--- src/peq_consts.vh ---
// constants of the prioritized event queue dispatcher
// assumes: included by the dispatcher only, no process here
// How it works
// - each group serves its queue oldest first; staged events enter it by rank
// - only one service routine active at once
// - running routine is never preempted
// - events during a routine wait in queue
// - queue depths: comm 4/8, io 16, timed 8
// - full queue drops event, sets overflow bit
// - overflow bits clear on return to main
// - three groups; timed events 10,11,21,22 ranked
// - comm events 8,9,23 then 24,25,26
// - io ranks: 19,20, rising then falling edges
// - fast counter events fill io ranks 10-23
// - timed events queue while interrupts disabled
`ifndef PEQ_CONSTS_VH
`define PEQ_CONSTS_VH

// queue depths
`define PEQ_COMM_DEPTH_SMALL 4
`define PEQ_COMM_DEPTH_LARGE 8
`define PEQ_IO_DEPTH 16
`define PEQ_TIMED_DEPTH 8

// event numbering
`define PEQ_EVT_COUNT 34
`define PEQ_EVT_W 6
`define PEQ_SRC_MAX 24

// group codes, highest priority first
`define PEQ_GRP_COMM 2'h0
`define PEQ_GRP_IO 2'h1
`define PEQ_GRP_TIMED 2'h2

// sources per group
`define PEQ_COMM_SRCS 6
`define PEQ_IO_SRCS 24
`define PEQ_TIMED_SRCS 4

// event number per rank slot, slot 0 in the low six bits
`define PEQ_COMM_MAP {6'h1A, 6'h19, 6'h18, 6'h17, 6'h09, 6'h08}
`define PEQ_IO_MAP {6'h21, 6'h1F, 6'h1E, 6'h1D, 6'h20, 6'h12, 6'h11, \
  6'h10, 6'h0F, 6'h0E, 6'h0D, 6'h1C, 6'h1B, 6'h0C, 6'h07, 6'h05, 6'h03, \
  6'h01, 6'h06, 6'h04, 6'h02, 6'h00, 6'h14, 6'h13}
`define PEQ_TIMED_MAP {6'h16, 6'h15, 6'h0B, 6'h0A}

// overflow status byte bit positions
`define PEQ_OVF_COMM_BIT 0
`define PEQ_OVF_IO_BIT 1
`define PEQ_OVF_TIMED_BIT 2
`define PEQ_OVF_RESET 8'h00

`endif

--- src/peq_fifo.v ---
// one priority group's event queue, first in first out
// a push while full and a pop while empty are ignored
`timescale 1ns/100ps
module peq_fifo #(
  parameter WIDTH = 6,
  parameter DEPTH = 8
) (
  // clock and control
  input wire clk_sys,
  input wire rst_n,
  input wire ce,
  // write side
  input wire wr_en,
  input wire [WIDTH-1:0] wr_data,
  output wire full,
  // read side, data valid the cycle after rd_en
  input wire rd_en,
  output reg [WIDTH-1:0] rd_data_r,
  output wire empty
);
  localparam AW = (DEPTH > 1) ? $clog2(DEPTH) : 1;
  localparam CW = $clog2(DEPTH + 1);
  localparam integer LAST_I = DEPTH - 1;
  localparam integer FULL_I = DEPTH;
  localparam [AW-1:0] LAST = LAST_I[AW-1:0];
  localparam [CW-1:0] FULL_CNT = FULL_I[CW-1:0];

  reg [WIDTH-1:0] mem [0:DEPTH-1];
  reg [AW-1:0] wr_ptr_r;
  reg [AW-1:0] rd_ptr_r;
  reg [CW-1:0] cnt_r;
  wire do_wr;
  wire do_rd;

  assign full = (cnt_r == FULL_CNT);
  assign empty = (cnt_r == {CW{1'b0}});
  assign do_wr = ce & wr_en & ~full;
  assign do_rd = ce & rd_en & ~empty;

  always @(posedge clk_sys) begin
    if (do_wr) begin
      mem[wr_ptr_r] <= wr_data;
    end
  end

  always @(posedge clk_sys) begin
    if (!rst_n) begin
      wr_ptr_r <= {AW{1'b0}};
      rd_ptr_r <= {AW{1'b0}};
      cnt_r <= {CW{1'b0}};
      rd_data_r <= {WIDTH{1'b0}};
    end else begin
      if (do_wr) begin
        wr_ptr_r <= (wr_ptr_r == LAST) ? {AW{1'b0}} : wr_ptr_r + 1'b1;
      end
      if (do_rd) begin
        rd_data_r <= mem[rd_ptr_r];
        rd_ptr_r <= (rd_ptr_r == LAST) ? {AW{1'b0}} : rd_ptr_r + 1'b1;
      end
      if (do_wr & ~do_rd) begin
        cnt_r <= cnt_r + 1'b1;
      end else if (do_rd & ~do_wr) begin
        cnt_r <= cnt_r - 1'b1;
      end
    end
  end
endmodule // peq_fifo

--- src/peq_dispatch.v ---
// event queue dispatcher: stages source pulses, queues them per
// priority group and hands one service routine at a time to the core
// assumes: sources pulse one cycle per event, core pulses isr_done once
// per started routine, all inputs synchronous to clk_sys
// limitation: an arrival meeting a full queue is dropped even when that
// queue is popped in the same cycle
`timescale 1ns/100ps
`include "peq_consts.vh"
module peq_dispatch #(
  parameter COMM_DEPTH = `PEQ_COMM_DEPTH_SMALL,
  parameter IO_DEPTH = `PEQ_IO_DEPTH,
  parameter TIMED_DEPTH = `PEQ_TIMED_DEPTH
) (
  // clock, reset, clock enable
  input wire clk_sys,
  input wire rst_n,
  input wire ce,
  // event sources, bit n is event number n
  input wire [`PEQ_EVT_COUNT-1:0] evt_in,
  // processor core
  input wire irq_enable,
  input wire isr_done,
  output reg isr_start_r,
  output wire isr_active,
  output reg [`PEQ_EVT_W-1:0] isr_event_r,
  output reg [1:0] isr_group_r,
  // overflow status byte
  output wire [7:0] ovf_status
);
  localparam NG = 3;
  localparam SM = `PEQ_SRC_MAX;
  localparam EW = `PEQ_EVT_W;

  // routine states: fetch is the cycle in which the popped entry lands
  localparam [1:0] ST_IDLE = 2'h0;
  localparam [1:0] ST_FETCH = 2'h1;
  localparam [1:0] ST_ACTIVE = 2'h2;

  // slot maps padded to the widest group
  localparam [SM*EW-1:0] MAP_COMM =
    {{((SM - `PEQ_COMM_SRCS) * EW){1'b0}}, `PEQ_COMM_MAP};
  localparam [SM*EW-1:0] MAP_IO = `PEQ_IO_MAP;
  localparam [SM*EW-1:0] MAP_TIMED =
    {{((SM - `PEQ_TIMED_SRCS) * EW){1'b0}}, `PEQ_TIMED_MAP};
  localparam [7:0] OVF_RST = `PEQ_OVF_RESET;

  // index of the lowest set bit, ties between same-cycle arrivals go
  // to the better rank
  function [4:0] first_set;
    input [SM-1:0] v;
    integer k;
    begin
      first_set = 5'h00;
      for (k = SM - 1; k >= 0; k = k - 1) begin
        if (v[k]) begin
          first_set = k[4:0];
        end
      end
    end
  endfunction

  reg [1:0] state_r;
  reg [1:0] state_nxt;
  reg [2:0] ovf_r;
  reg [2:0] ovf_nxt;
  // staging holds one bit per source slot, per group
  reg [SM*NG-1:0] pend_r;
  reg [NG-1:0] rd_en;
  reg [1:0] pick;
  wire [SM*NG-1:0] src;
  wire [SM*NG-1:0] pend_nxt;
  wire [NG-1:0] q_full;
  wire [NG-1:0] q_empty;
  wire [NG-1:0] drop;
  wire [NG*EW-1:0] q_data;
  wire any_queued;
  wire all_idle;
  wire launch;
  wire ret_main;
  wire in_fetch;
  wire [EW-1:0] head;

  genvar g;
  genvar i;
  generate
    for (g = 0; g < NG; g = g + 1) begin : grp
      localparam [SM*EW-1:0] MAP = (g == 0) ? MAP_COMM :
                                   (g == 1) ? MAP_IO : MAP_TIMED;
      localparam NSRC = (g == 0) ? `PEQ_COMM_SRCS :
                        (g == 1) ? `PEQ_IO_SRCS : `PEQ_TIMED_SRCS;
      localparam DEPTH = (g == 0) ? COMM_DEPTH :
                         (g == 1) ? IO_DEPTH : TIMED_DEPTH;
      wire [SM-1:0] pend;
      wire [SM-1:0] sel_hot;
      wire [4:0] sel;
      wire has;
      wire [EW-1:0] wr_num;

      // spare slots tie low so the padding never stages an event
      for (i = 0; i < SM; i = i + 1) begin : slot
        if (i < NSRC) begin : used
          assign src[g*SM+i] = evt_in[MAP[i*EW +: EW]];
        end else begin : spare
          assign src[g*SM+i] = 1'b0;
        end
      end

      assign pend = pend_r[g*SM +: SM];
      assign has = |pend;
      assign sel = first_set(pend);
      assign sel_hot = {{(SM-1){1'b0}}, has} << sel;
      assign wr_num = MAP[sel*EW +: EW];
      // staged bit leaves when moved on; a fresh arrival wins the clear
      assign pend_nxt[g*SM +: SM] = (pend & ~sel_hot) | src[g*SM +: SM];
      // queueing never looks at irq_enable or the routine state
      assign drop[g] = has & q_full[g];

      peq_fifo #(
        .WIDTH(EW),
        .DEPTH(DEPTH)
      ) u_queue (
        .clk_sys(clk_sys),
        .rst_n(rst_n),
        .ce(ce),
        .wr_en(has),
        .wr_data(wr_num),
        .full(q_full[g]),
        .rd_en(rd_en[g]),
        .rd_data_r(q_data[g*EW +: EW]),
        .empty(q_empty[g])
      );
    end
  endgenerate

  assign any_queued = ~&q_empty;
  assign all_idle = (&q_empty) & ~(|pend_r);
  assign in_fetch = (state_r == ST_FETCH);
  // start only from idle, so no second routine can overlap
  assign launch = (state_r == ST_IDLE) & irq_enable & any_queued;
  // return to main: routine ended, nothing queued or staged anywhere
  assign ret_main = (state_r == ST_ACTIVE) & isr_done & all_idle;
  // head entry of the chosen group, read data of the last pop
  assign head = q_data[isr_group_r*EW +: EW];
  assign isr_active = (state_r == ST_FETCH) | (state_r == ST_ACTIVE);
  // byte layout: bit 0 comm, bit 1 io, bit 2 timed, the rest zero
  assign ovf_status = {5'h00, ovf_r[`PEQ_OVF_TIMED_BIT],
                       ovf_r[`PEQ_OVF_IO_BIT], ovf_r[`PEQ_OVF_COMM_BIT]};

  // group choice: comm before io before timed
  always @* begin
    if (!q_empty[0]) begin
      pick = `PEQ_GRP_COMM;
    end else if (!q_empty[1]) begin
      pick = `PEQ_GRP_IO;
    end else begin
      pick = `PEQ_GRP_TIMED;
    end
  end

  always @* begin
    state_nxt = state_r;
    rd_en = {NG{1'b0}};
    case (state_r)
      ST_IDLE: begin
        if (launch) begin
          rd_en[pick] = 1'b1;
          state_nxt = ST_FETCH;
        end
      end
      ST_FETCH: begin
        // popped entry lands in the queue's read register
        state_nxt = ST_ACTIVE;
      end
      ST_ACTIVE: begin
        // nothing but the core's done ends a routine, whatever arrives
        if (isr_done) begin
          state_nxt = ST_IDLE;
        end
      end
      default: begin
        state_nxt = ST_IDLE;
      end
    endcase
  end

  // overflow: set wins over the return-to-main clear
  always @* begin
    ovf_nxt = ovf_r;
    if (ret_main) begin
      ovf_nxt = 3'h0;
    end
    ovf_nxt = ovf_nxt | drop;
  end

  // clock enable low freezes staging, queues and routine state
  always @(posedge clk_sys) begin
    if (!rst_n) begin
      state_r <= ST_IDLE;
      pend_r <= {(SM*NG){1'b0}};
      ovf_r <= OVF_RST[2:0];
    end else if (ce) begin
      state_r <= state_nxt;
      pend_r <= pend_nxt;
      ovf_r <= ovf_nxt;
    end
  end

  // start pulses for one cycle; group loads at launch and event at fetch, and both hold until the next routine
  always @(posedge clk_sys) begin
    if (!rst_n) begin
      isr_start_r <= 1'b0;
      isr_event_r <= {EW{1'b0}};
      isr_group_r <= 2'h0;
    end else if (ce) begin
      isr_start_r <= in_fetch;
      if (launch) begin
        isr_group_r <= pick;
      end
      if (in_fetch) begin
        isr_event_r <= head;
      end
    end
  end
endmodule // peq_dispatch

--- config.mk ---
export PLATFORM = sky130hd
export DESIGN_NAME = peq_dispatch
export DESIGN_NICKNAME = d
export VERILOG_FILES = /design/src/peq_fifo.v /design/src/peq_dispatch.v
export VERILOG_INCLUDE_DIRS = /design/src /design/src/src
export SDC_FILE = /design/constraint.sdc
export NUM_CORES = 1
export LEC_CHECK = 0
export ABC_CLOCK_PERIOD_IN_PS = 4450
export CAP_MARGIN = 20
export CORE_AREA = 5 5 135 188
export CTS_BUF_LIST = sky130_fd_sc_hd__clkbuf_16
export DETAILED_ROUTE_END_ITERATION = 8
export DIE_AREA = 0 0 140 193
export DONT_BUFFER_PORTS = 1
export PLACE_DENSITY = 0.75
export SYNTH_ARGS = -nofsm -noshare
export SYNTH_HDL_FRONTEND = slang
export SYNTH_HIERARCHICAL = 1
export SYNTH_SLANG_ARGS = --single-unit
--- constraint.sdc ---
create_clock -name clk_sys -period 4.45 [get_ports clk_sys]
set_input_delay 0.445 -clock clk_sys [delete_from_list [all_inputs] [get_ports clk_sys]]
set_output_delay 0.445 -clock clk_sys [all_outputs]
set_load 0.01 [all_outputs]
# [Word level (Yosys, flattened, before mapping)]
# Memories as Yosys holds them, arrays and structs flattened. A register that Yosys moved wholly into a read port is not among the register bits.
# Index checks and enable logic that the tools add are counted.
[totals] regBits=116 ram_bits=168 inputBits=39 out_inout_bits=18 wordCells=226 memories=3
[mem_list] memory="grp[1].u_queue.mem" depth=16 width=6 read_ports=1 rd_ports_with_merged_regs=1 write_ports=1 line="peq_fifo.v:28" text="reg [WIDTH-1:0] mem [0:DEPTH-1];"
[mem_list] memory="grp[2].u_queue.mem" depth=8 width=6 read_ports=1 rd_ports_with_merged_regs=1 write_ports=1 line="peq_fifo.v:28"
[mem_list] memory="grp[0].u_queue.mem" depth=4 width=6 read_ports=1 rd_ports_with_merged_regs=1 write_ports=1 line="peq_fifo.v:28"
[op_classes] addsub=12 n_mul=4 n_lt_le_gt_ge=2 n_eq_ne=13 shifts=7 muxes=100 n_bitwise=50 reduce_logical=20
[op_table] cell="144-bit by 9-bit variable part select with 6-bit output (first input constant)" n=3
[op_table] cell="5-bit two-way mux" n=74
[op_table] cell="24-bit bitwise AND" n=3
[op_table] cell="24-bit NOT" n=3
[op_table] cell="24-bit OR reduction" n=3
[op_table] cell="72-bit OR reduction" n=1
[op_table] cell="1-bit by 5-bit << shifter with 24-bit output" n=3
[op_table] cell="1-bit bitwise AND" n=26
[op_table] cell="24-bit OR" n=1
[op_table] cell="24-bit by 4-bit OR with 24-bit output" n=1
[op_table] cell="24-bit by 6-bit OR with 24-bit output" n=1
[op_table] cell="5-bit by 2-bit multiplier with 7-bit output (second input constant)" n=3
[op_table] cell="3-bit two-way mux" n=7
[op_table] cell="18-bit by 6-bit variable part select with 6-bit output" n=1
[op_table] cell="4-bit two-way mux" n=4
[op_table] cell="1-bit NOT" n=13
[op_table] cell="4-bit by 1-bit adder with 4-bit output (second input constant)" n=3
[op_table] cell="4-bit == test (second input constant)" n=3
[op_table] cell="2-bit two-way mux" n=6
[op_table] cell="3-bit by 1-bit adder with 3-bit output (second input constant)" n=3
[op_table] cell="3-bit == test (second input constant)" n=3
[op_table] cell="1-bit two-way mux" n=7
[op_table] cell="2-bit == test (second input constant)" n=3
[op_table] cell="2-bit one-hot mux with 3 select lines" n=1
[op_table] cell="23 further kinds" n=32

# [Depth between registers and ports, before layout]
# Gate-level depths: netlist (run 1).
[depth] ltp_word=28 ltp_mapped=15 depth_no_buf=15

# [Modules after synthesis]
# The synthesis (run 1) kept the hierarchy.
[modules_own_cells] mod="peq_dispatch" n_inst=1 cells_each=621 area_per_inst_um2=4885.9 seq_area_each_um2=1721.7
[modules_own_cells] mod="peq_fifo at grp[1].u_queue" n_inst=1 cells_each=302 area_per_inst_um2=4780.8 seq_area_each_um2=3263.1
[modules_own_cells] mod="peq_fifo at grp[2].u_queue" n_inst=1 cells_each=165 area_per_inst_um2=2638.8 seq_area_each_um2=1761.7
[modules_own_cells] mod="peq_fifo at grp[0].u_queue" n_inst=1 cells_each=105 area_per_inst_um2=1515.2 seq_area_each_um2=980.9

# [Worst setup path before layout (run 1)]
# Ideal clock, no wire load.
[synth_timing] kind="register -> register" start="register pend_r[40]" end="register grp[1].u_queue.cnt_r[4]" setup_time_ns=0.072 t_arrival_ns=3.040 required_ns=4.378 path_slack_ns=1.339 path_stages_with_launch=14 path_buffers=1 synth_period_minus_slack_ns=3.111 cell_sequence="dfxtp_1 or4_4 nand2b_4 or3_4 nand2_1 a21oi_1 clkbuf_1 ha_1 inv_1 ha_1 a21o_1 a21oi_1 mux2i_1 mux2i_1"
[synth_between] elab_chain_cells=6 word_cells_on_any_way=8 cone_classes="mux: 1; bitwise: 5; reduce/logical: 2"
[synth_lines] item="start: declaration" line="peq_dispatch.v:67" text="reg [SM*NG-1:0] pend_r;"
[synth_lines] item="start signal: assignment" line="peq_dispatch.v:199" text="pend_r <= {(SM*NG){1'b0}};"
[synth_lines] item="start signal: assignment" line="peq_dispatch.v:203" text="pend_r <= pend_nxt;"
[synth_lines] item="24-bit OR reduction (*)" line="peq_dispatch.v:109" text="assign has = |pend;"
[synth_lines] item="via grp[1].has" line="peq_dispatch.v:96" text="wire has;"
[synth_lines] item="1-bit bitwise AND (*) (2 in a row)" line="peq_fifo.v:37" text="assign do_wr = ce & wr_en & ~full;"
[synth_lines] item="via grp[1].u_queue.do_wr" line="peq_fifo.v:32" text="wire do_wr;"
[synth_lines] item="1-bit NOT" line="peq_fifo.v:62" text="end else if (do_rd & ~do_wr) begin"
[synth_lines] item="1-bit bitwise AND" line="peq_fifo.v:62"
[synth_lines] item="2-bit nonzero test (no source line)"
[synth_lines] item="end signal: assignment" line="peq_fifo.v:50" text="cnt_r <= {CW{1'b0}};"
[synth_lines] item="end signal: assignment" line="peq_fifo.v:61" text="cnt_r <= cnt_r + 1'b1;"
[synth_lines] item="end signal: assignment" line="peq_fifo.v:63" text="cnt_r <= cnt_r - 1'b1;"
[synth_lines] item="end: declaration" line="peq_fifo.v:31" text="reg [CW-1:0] cnt_r;"
# The timed path passes the listed nets; every way through them passes the cells marked *.
# A chain may end at the register's enable or synchronous reset.

# [Worst setup path after layout (run 1)]
[layout_timing] start="register pend_r[40]" end="memory grp[1].u_queue.mem[4][0], data pin"
[layout_between] elab_chain_cells=19
[layout_lines] item="5-bit two-way mux (17 in a row)" line="peq_dispatch.v:55" text="if (v[k]) begin"
[layout_lines] item="5-bit by 2-bit multiplier with 7-bit output" line="peq_dispatch.v:112" text="assign wr_num = MAP[sel*EW +: EW];"
[layout_lines] item="144-bit by 9-bit variable part select with 6-bit output" line="peq_dispatch.v:112"
[layout_lines] item="via grp[1].wr_num[0]" line="peq_dispatch.v:97" text="wire [EW-1:0] wr_num;"
[layout_lines] item="end: declaration" line="peq_fifo.v:28"
# The timed path passes the listed nets, and every way through them passes these cells.

==> impl_results.md, run 1 <==
* Data arrival, critical path at 3.56 ns
* Leak at 5.121 nW
* Hold_sp: rst_n
* Sw Share at 28.24%
* Final WL at 29.39 mm
* Vias/cell at 6.157
* Synth warnings at 6
* Resize count post-CTS at 0
* Cell variety after synth at 85
* Placer Congestion at 0.8717
* Worst Setup Start Kind: flip-flop
* Main synth FF type: edfxtp_1
* Synth Cell Area at 0.01382 mm2
* Synthesized area per cell at 11.58 um2
* Dpl hpwl at 20.33 mm
* # rows at 67
* Sw Pwr at 0.001998 W
* Synth area leader: edfxtp_1
* Floorplan core area at 0.02364 mm2
* Final hold violations at 0
* Die H at 193 um
* Top cells by area, synth: edfxtp_1 (37%), dfxtp_1 (19%), mux4_2 (5.1%), a21oi_1 (3.4%), ha_1 (3.0%)
* Worst R2R Path Depth at 6
* Slew Limit Fails at 0
* Most frequent cell after synthesis: edfxtp_1
* TritonCTS buffer count at 27
* RSZ-0062 raised after global routing: no
* Die footprint at 0.02702 mm2
* Initial antenna violation count at 0
* Post-DR wirelength/cell at 19.45 um
* Max H-tree Level at 1
* FFs w/ async S/R, synth at 0%
* Worst EP required at 4.63 ns
* Commonest cells post-synth: edfxtp_1 (168), dfxtp_1 (134), nor2_1 (108), nand2_1 (105), a21oi_1 (93)
* Tcrit/Tclk final at 75.95%
* Maximum clock frequency at 295.9 MHz
* CTS Sinks at 302
* Flops & latches, synth at 302
* CTS clk-pin slew, worst paths at 0.06 ns
* Layout net count at 1255
* Worst Setup SP: pend_r[40]
* Register area share after synthesis at 55.91%
* Antenna-violating nets left at 0
* Antenna fix cells at 0
* PortBufs at 0
* Hold Path Stages at 1
* Clk buf depth at 3
* Starting DRT DRC Count at 716
* Hold-fix buffers at CTS at 0
* Share of layout cells above drive strength 1 at 8.826%
* Int Power at 0.005076 W
* Area share of the leading cell type in the synthesized netlist at 36.50%
* Hold WC Path Type: in2reg
* Post-CTS Setup Repair Bufs at 0
* Horiz. Die Dim at 140 um
* Outcome: complete, no violations
* Latest clock arrival within the worst-skew pair at 0.54 ns
* Endpoints failing setup at 0
* Clk network pwr share at 32.1%
* Max Cap Violations at 0
* Starting Density at 58.46%
* Worst-Margin Slew at 1.040 ns
* Top Ports at 57
* First-pass GRT wire length at 47.59 mm
* Final core occ at 62.92%
* Post-layout min period at 3.380 ns
* Number of global-route vias before repair at 9155
* Fin Setup TNS at 0 ns
* Slew headroom at 30.67%
* Kind of end point of the critical path: flip-flop
* Synth Instances at 1193
* Worst Path Max Fanout at 16
* # fillers at 1830
* Largest net degree at the start of global routing at 80
* Power Dens Cells at 475.5 mW/mm2
* First drt pass iteration count at 5
* Via Count at 9303
* Setup CP Type: reg2reg
* Root Driver: clkbuf_16
* Total grt overflow at 0
* Post-synth EDFFs at 168
* Register share of total power at 49.0%
* Max IR drop VDD at 0.3480 mV
* Clock Skew at 0.02068 ns
* Worst R2R Start: pend_r[40]
* Area Growth Syn to Fin at 7.632%
* Gr usage total at 21.63%
* CTS tree: done
* Logic pwr share at 18.9%
* DRC violations left at 0
==> cell families (layout without fill, tap and decap cells) <==
group                    after synthesis  count (layout)  share of synthesized area, %
other                                  1              17                       0.02713
flip-flops                           302             302                         55.91
AO/OA/AOI/OAI                        298             298                         14.58
buffers and inverters                107              99                         3.540
adder cells (fa/ha/maj)               36              36                         3.422
multiplexers                          77              77                         8.972
XOR/XNOR                               9               9                        0.5703
AND/OR/NAND/NOR                      363             363                         12.97
==> state kept, by name, indices dropped and copies added (netlist names) <==
name / count
grp.u_queue/rd_data_r: 18
grp.u_queue/mem: 168
isr_start_r: 1
isr_group_r: 2
pend_r: 72
grp.u_queue/cnt_r: 12
isr_event_r: 6
grp.u_queue/wr_ptr_r: 9
grp.u_queue/rd_ptr_r: 9
state_r: 2
ovf_r: 3
==> power groups by stage <==
| stage | combinational [W] | sequential, W | clock (W) |
|---|---|---|---|
| after floorplan | 0.00107 | 0.00342 | 0 |
| after global placement | 0.00128 | 0.00351 | 0 |
| after detailed placement | 0.00131 | 0.00352 | 0 |
| after CTS | 0.00133 | 0.00347 | 0.00230 |
| after global routing | 0.00150 | 0.00349 | 0.00244 |
| final | 0.00134 | 0.00346 | 0.00227 |
==> metal layers <==
layer  part of all wire, %  wire length, um  vias to the layer above  global-route usage [%]
met5                     0                0                        -                       0
met4                   3.2              931                        0                   7.308
met3                   4.9             1448                       58                   2.813
met2                    52            15210                      272                   38.76
met1                    40            11800                     4510                   27.26
li1                      -                -                     4463                       -
==> metrics by stage <==
stage               cell area [um2]  power, W  hold WS, ns  worst slack (ns)  cells
floorplan                     13880  0.004496       0.4321             1.339   1209
global placement              14000  0.004792       0.4447             1.201   1460
detailed placement            14000  0.004837       0.4485             1.088   1460
CTS                           14860  0.007098      0.01596             1.072   1510
global route                  14880  0.007430      0.01608            0.7488   1511
finish                        14880  0.007073      0.03531             1.070   1511
==> layout by cell type (no fill, tap or decap), drive strengths merged, types with 16 or more instances in the layout <==
cell    instances
a21boi         18
a21oi          96
a311oi         35
a31oi          28
and2           26
clkbuf         27
conb           17
dfxtp         134
edfxtp        168
ha             33
inv            46
mux2i          41
mux4           36
nand2         105
nand2b         16
nor2          108
nor3           21
nor4           22
o21ai          36
==> worst max-delay path, cell delays in order (launching register included) <==
cell and delay [ns]:
dfxtp_1 0.32, or4_4 0.54, o2111a_1 0.27, or2_1 0.38, nor3_2 0.47, a2111oi_0 0.18, a311oi_2 0.87
==> path summary, 6_finish.rpt <==
check	to	slack (ns)
hold reg to reg	pend_r[55]	0.46
setup reg to reg	grp[1].u_queue/mem[4][0]	1.07
hold / removal	pend_r[26]	0.04
setup / recovery	grp[1].u_queue/mem[4][0]	1.07
==> layout make-up <==
cell class	count	area (um2)	area share (%)
well taps	310	387.9	2.607
repair buffers	7	56.30	0.3785
inverters	42	161.4	1.085
flip-flops and latches	302	7729	51.96
multi-input cells	800	5678	38.17
clock buffers	27	675.6	4.542
clock inverters	23	187.7	1.262
(Power assumes the default switching activity.)
==> run 2, diff against run 1 <==
ABC_CLOCK_PERIOD_IN_PS = 2900   (was 4450)
CORE_AREA = 5 5 137 191   (was 5 5 135 188)
DIE_AREA = 0 0 142 196   (was 0 0 140 193)
PLACE_DENSITY = 0.76   (was 0.75)
clock period = 2.9 ns   (was 4.45 ns; I/O delays follow)
==> run 2 against run 1 <==
  * Cell area rose by 7.6%
  * Total power rose by 65%
  * Setup slack got worse by 1.0 ns
  * Maximum frequency rose by 19%
  * Combinational power rose by 90%
  * Utilization rose by 2.8 points
  * First-iteration DRC count rose by 20%
  * Non-clock buffer count rose by 107
  * Critical path depth rose by 6
  * Register-to-register slack got worse by 1.0 ns
  * Via count rose by 6.5%
  * Cell count rose by 7.4%
==> impl_results.md, run 2 (same netlist as run 1, synthesis figures left out) <==
* Floorplan core area at 0.02433 mm2 (+2.9%)
* CTS clk-pin slew, worst paths at 0.07 ns (about the same)
* Slew headroom at 31.59% (+0.92 points)
* Dpl hpwl at 21.00 mm (+3.3%)
* DRC violations left at 0 (unchanged)
* Die footprint at 0.02783 mm2 (+3.0%)
* Kind of end point of the critical path: flip-flop
* Most frequent cells in the layout: edfxtp_1 (168), dfxtp_1 (129), nor2_1 (106)
* Combined area of the multi-input logic cells at 0.005763 mm2 (+1.5%)
* Outcome: complete, no violations
* Power Dens Cells at 730.7 mW/mm2 (+54%)
* Worst Path Max Fanout at 3 (-13)
* # rows at 68 (+1.5%)
* Latest clock arrival within the worst-skew pair at 0.55 ns (about the same)
* Post-DR wirelength/cell at 19.92 um (+2.4%)
* Commonest non-fill, non-tap cell in the layout: edfxtp_1
* # fillers at 1784 (-2.5%)
* Vias/cell at 6.102 (-0.89%)
* Max reg flops at 168 (unchanged)
* Cell Area, Placed at 0.01452 mm2 (+3.7%)
* Post-CTS Setup Repair Bufs at 0 (unchanged)
* Hold WC Path Type: in2reg
* Via Count at 9904 (+6.5%)
* FF/Latch Area at 0.007734 mm2 (about the same)
* Leak at 5.693 nW (+11%)
* Number of global-route vias before repair at 9914 (+8.3%)
* Starting DRT DRC Count at 860 (+20%)
* Clk buf depth at 3 (unchanged)
* Total grt overflow at 0 (unchanged)
* Data arrival, critical path at 3.31 ns (-0.25 ns)
* RSZ-0062 raised after global routing: yes
* Final WL at 32.33 mm (+10%)
* Worst Setup Start Kind: flip-flop
* Initial antenna violation count at 0 (unchanged)
* Area Growth Syn to Fin at 15.79%
* TritonCTS buffer count at 27 (unchanged)
* Share of layout cells above drive strength 1 at 15.37% (+6.5 points)
* CTS tree: done
* Root Driver: clkbuf_16
* PortBufs at 0 (unchanged)
* First drt pass iteration count at 5 (unchanged)
* First-pass GRT wire length at 52.00 mm (+9.3%)
* Largest net degree at the start of global routing at 77 (-3.8%)
* Top Ports at 57 (unchanged)
* Max IR drop VDD at 0.5698 mV (+64%)
* Post-layout min period at 2.833 ns (-0.5467 ns)
* Final hold violations at 0 (unchanged)
* Max H-tree Level at 1 (unchanged)
* Endpoints failing setup at 0 (unchanged)
* Layout net count at 1362 (+8.5%)
* CTS Sinks at 302 (unchanged)
* Antenna-violating nets left at 0 (unchanged)
* Slew Limit Fails at 0 (unchanged)
* Worst EP required at 3.38 ns (-1.25 ns)
* Die H at 196 um (+1.6%)
* Starting Density at 56.80% (-1.7 points)
* Largest regs: grp.u_queue/mem x168, pend_r x72, grp.u_queue/rd_data_r x18
* Design Area, Final at 0.01600 mm2 (+7.6%)
* Gr usage total at 23.15% (+1.5 points)
* Tcrit/Tclk final at 97.70% (+22 points)
* Placer Congestion at 0.9395 (+7.8%)
* Max Cap Violations at 0 (unchanged)
* Clock Skew at 0.01086 ns (-0.009820 ns)
* Maximum clock frequency at 353.0 MHz (+19%)
* Fin Setup TNS at 0 ns (unchanged)
* Most flops, register: grp.u_queue/mem
* Setup CP Type: reg2reg
* Horiz. Die Dim at 142 um (+1.4%)
* Worst-Margin Slew at 1.018 ns (-0.02163 ns)
* Antenna fix cells at 0 (unchanged)
## run 2: cell count changes in the layout (fill, tap and decap cells not counted), moves of 4 or more
| cell | change |
|---|---|
| buf_4 | +68 |
| clkinv_2 | -4 |
| dfxtp_1 | -4 |
| nor4_2 | +7 |
| nor4_1 | -7 |
| dfxtp_2 | +4 |
| bufinv_16 | +4 |
| dlygate4sd3_1 | +37 |
## run 2: final cells by class
cell class                      instances  share of cell area [%]
Clock inverter                         23                   1.853
Timing Repair Buffer                  114                   6.114
Sequential cell                       302                   48.33
Clock buffer                           27                   4.222
Inverter                               42                   1.009
Tap cell                              315                   2.463
Multi-Input combinational cell        800                   36.01
## run 2: critical path: stages (launching register included)
cell      delay [ns]
dfxtp_1         0.32
or4_4           0.54
nand2b_4        0.16
or3_4           0.39
nand2_1         0.07
a21oi_1         0.06
ha_2            0.21
fa_1            0.41
inv_1           0.08
a21o_1          0.13
a21oi_2         0.05
mux2i_1         0.17
mux2i_1         0.18
## run 2: final timing paths
kind | start | to | slack [ns] | cells past startpoint
worst max-delay path | pend_r[40] | grp[1].u_queue/cnt_r[4] | 0.07 | 12
worst min-delay path | evt_in[17] | pend_r[41] | 0.02 | 2
worst max register to register | pend_r[40] | grp[1].u_queue/cnt_r[4] | 0.07 | 12
worst min register to register | pend_r[60] | pend_r[60] | 0.47 | 2
## run 2: stage by stage
stage | utilization, % | worst slack, ns | total power, W | hold slack, ns | std cells
after floorplan | - | -0.1258 | 0.006907 | 0.4075 | 1209
after global placement | 59.66 | 0.01695 | 0.007624 | 0.4177 | 1533
after detailed placement | 59.66 | -0.02952 | 0.007709 | 0.4102 | 1533
after CTS | 65.38 | 0.008811 | 0.01166 | 0.0009951 | 1622
after global routing | 65.77 | -0.08260 | 0.01221 | 0.01358 | 1623
final | 65.77 | 0.06679 | 0.01169 | 0.02107 | 1623
## run 2: layer usage
layer  vias up  track usage, %  routed length [um]
met5         -               0                   0
met4         0           11.42                1539
met3        88           3.024                1673
met2       326           39.21               16300
met1      4813           29.13               12820
li1       4677               -                   -
## run 2: what timing repair did
| item | in CTS | in global routing |
|---|---|---|
| endpoints found under the setup margin | 1 | 72 |
| hold buffers | 39 | 0 |
| resized for setup | 1 | 25 |
| hold endpoints to repair | 105 | 0 |
| gates cloned | 0 | 0 |
| pin swaps | 0 | 3 |
## run 2: where the power goes
group          internal, W  switching (W)
clock network      0.00233        0.00158
registers          0.00498       0.000267
logic              0.00111        0.00143
total              0.00842        0.00327
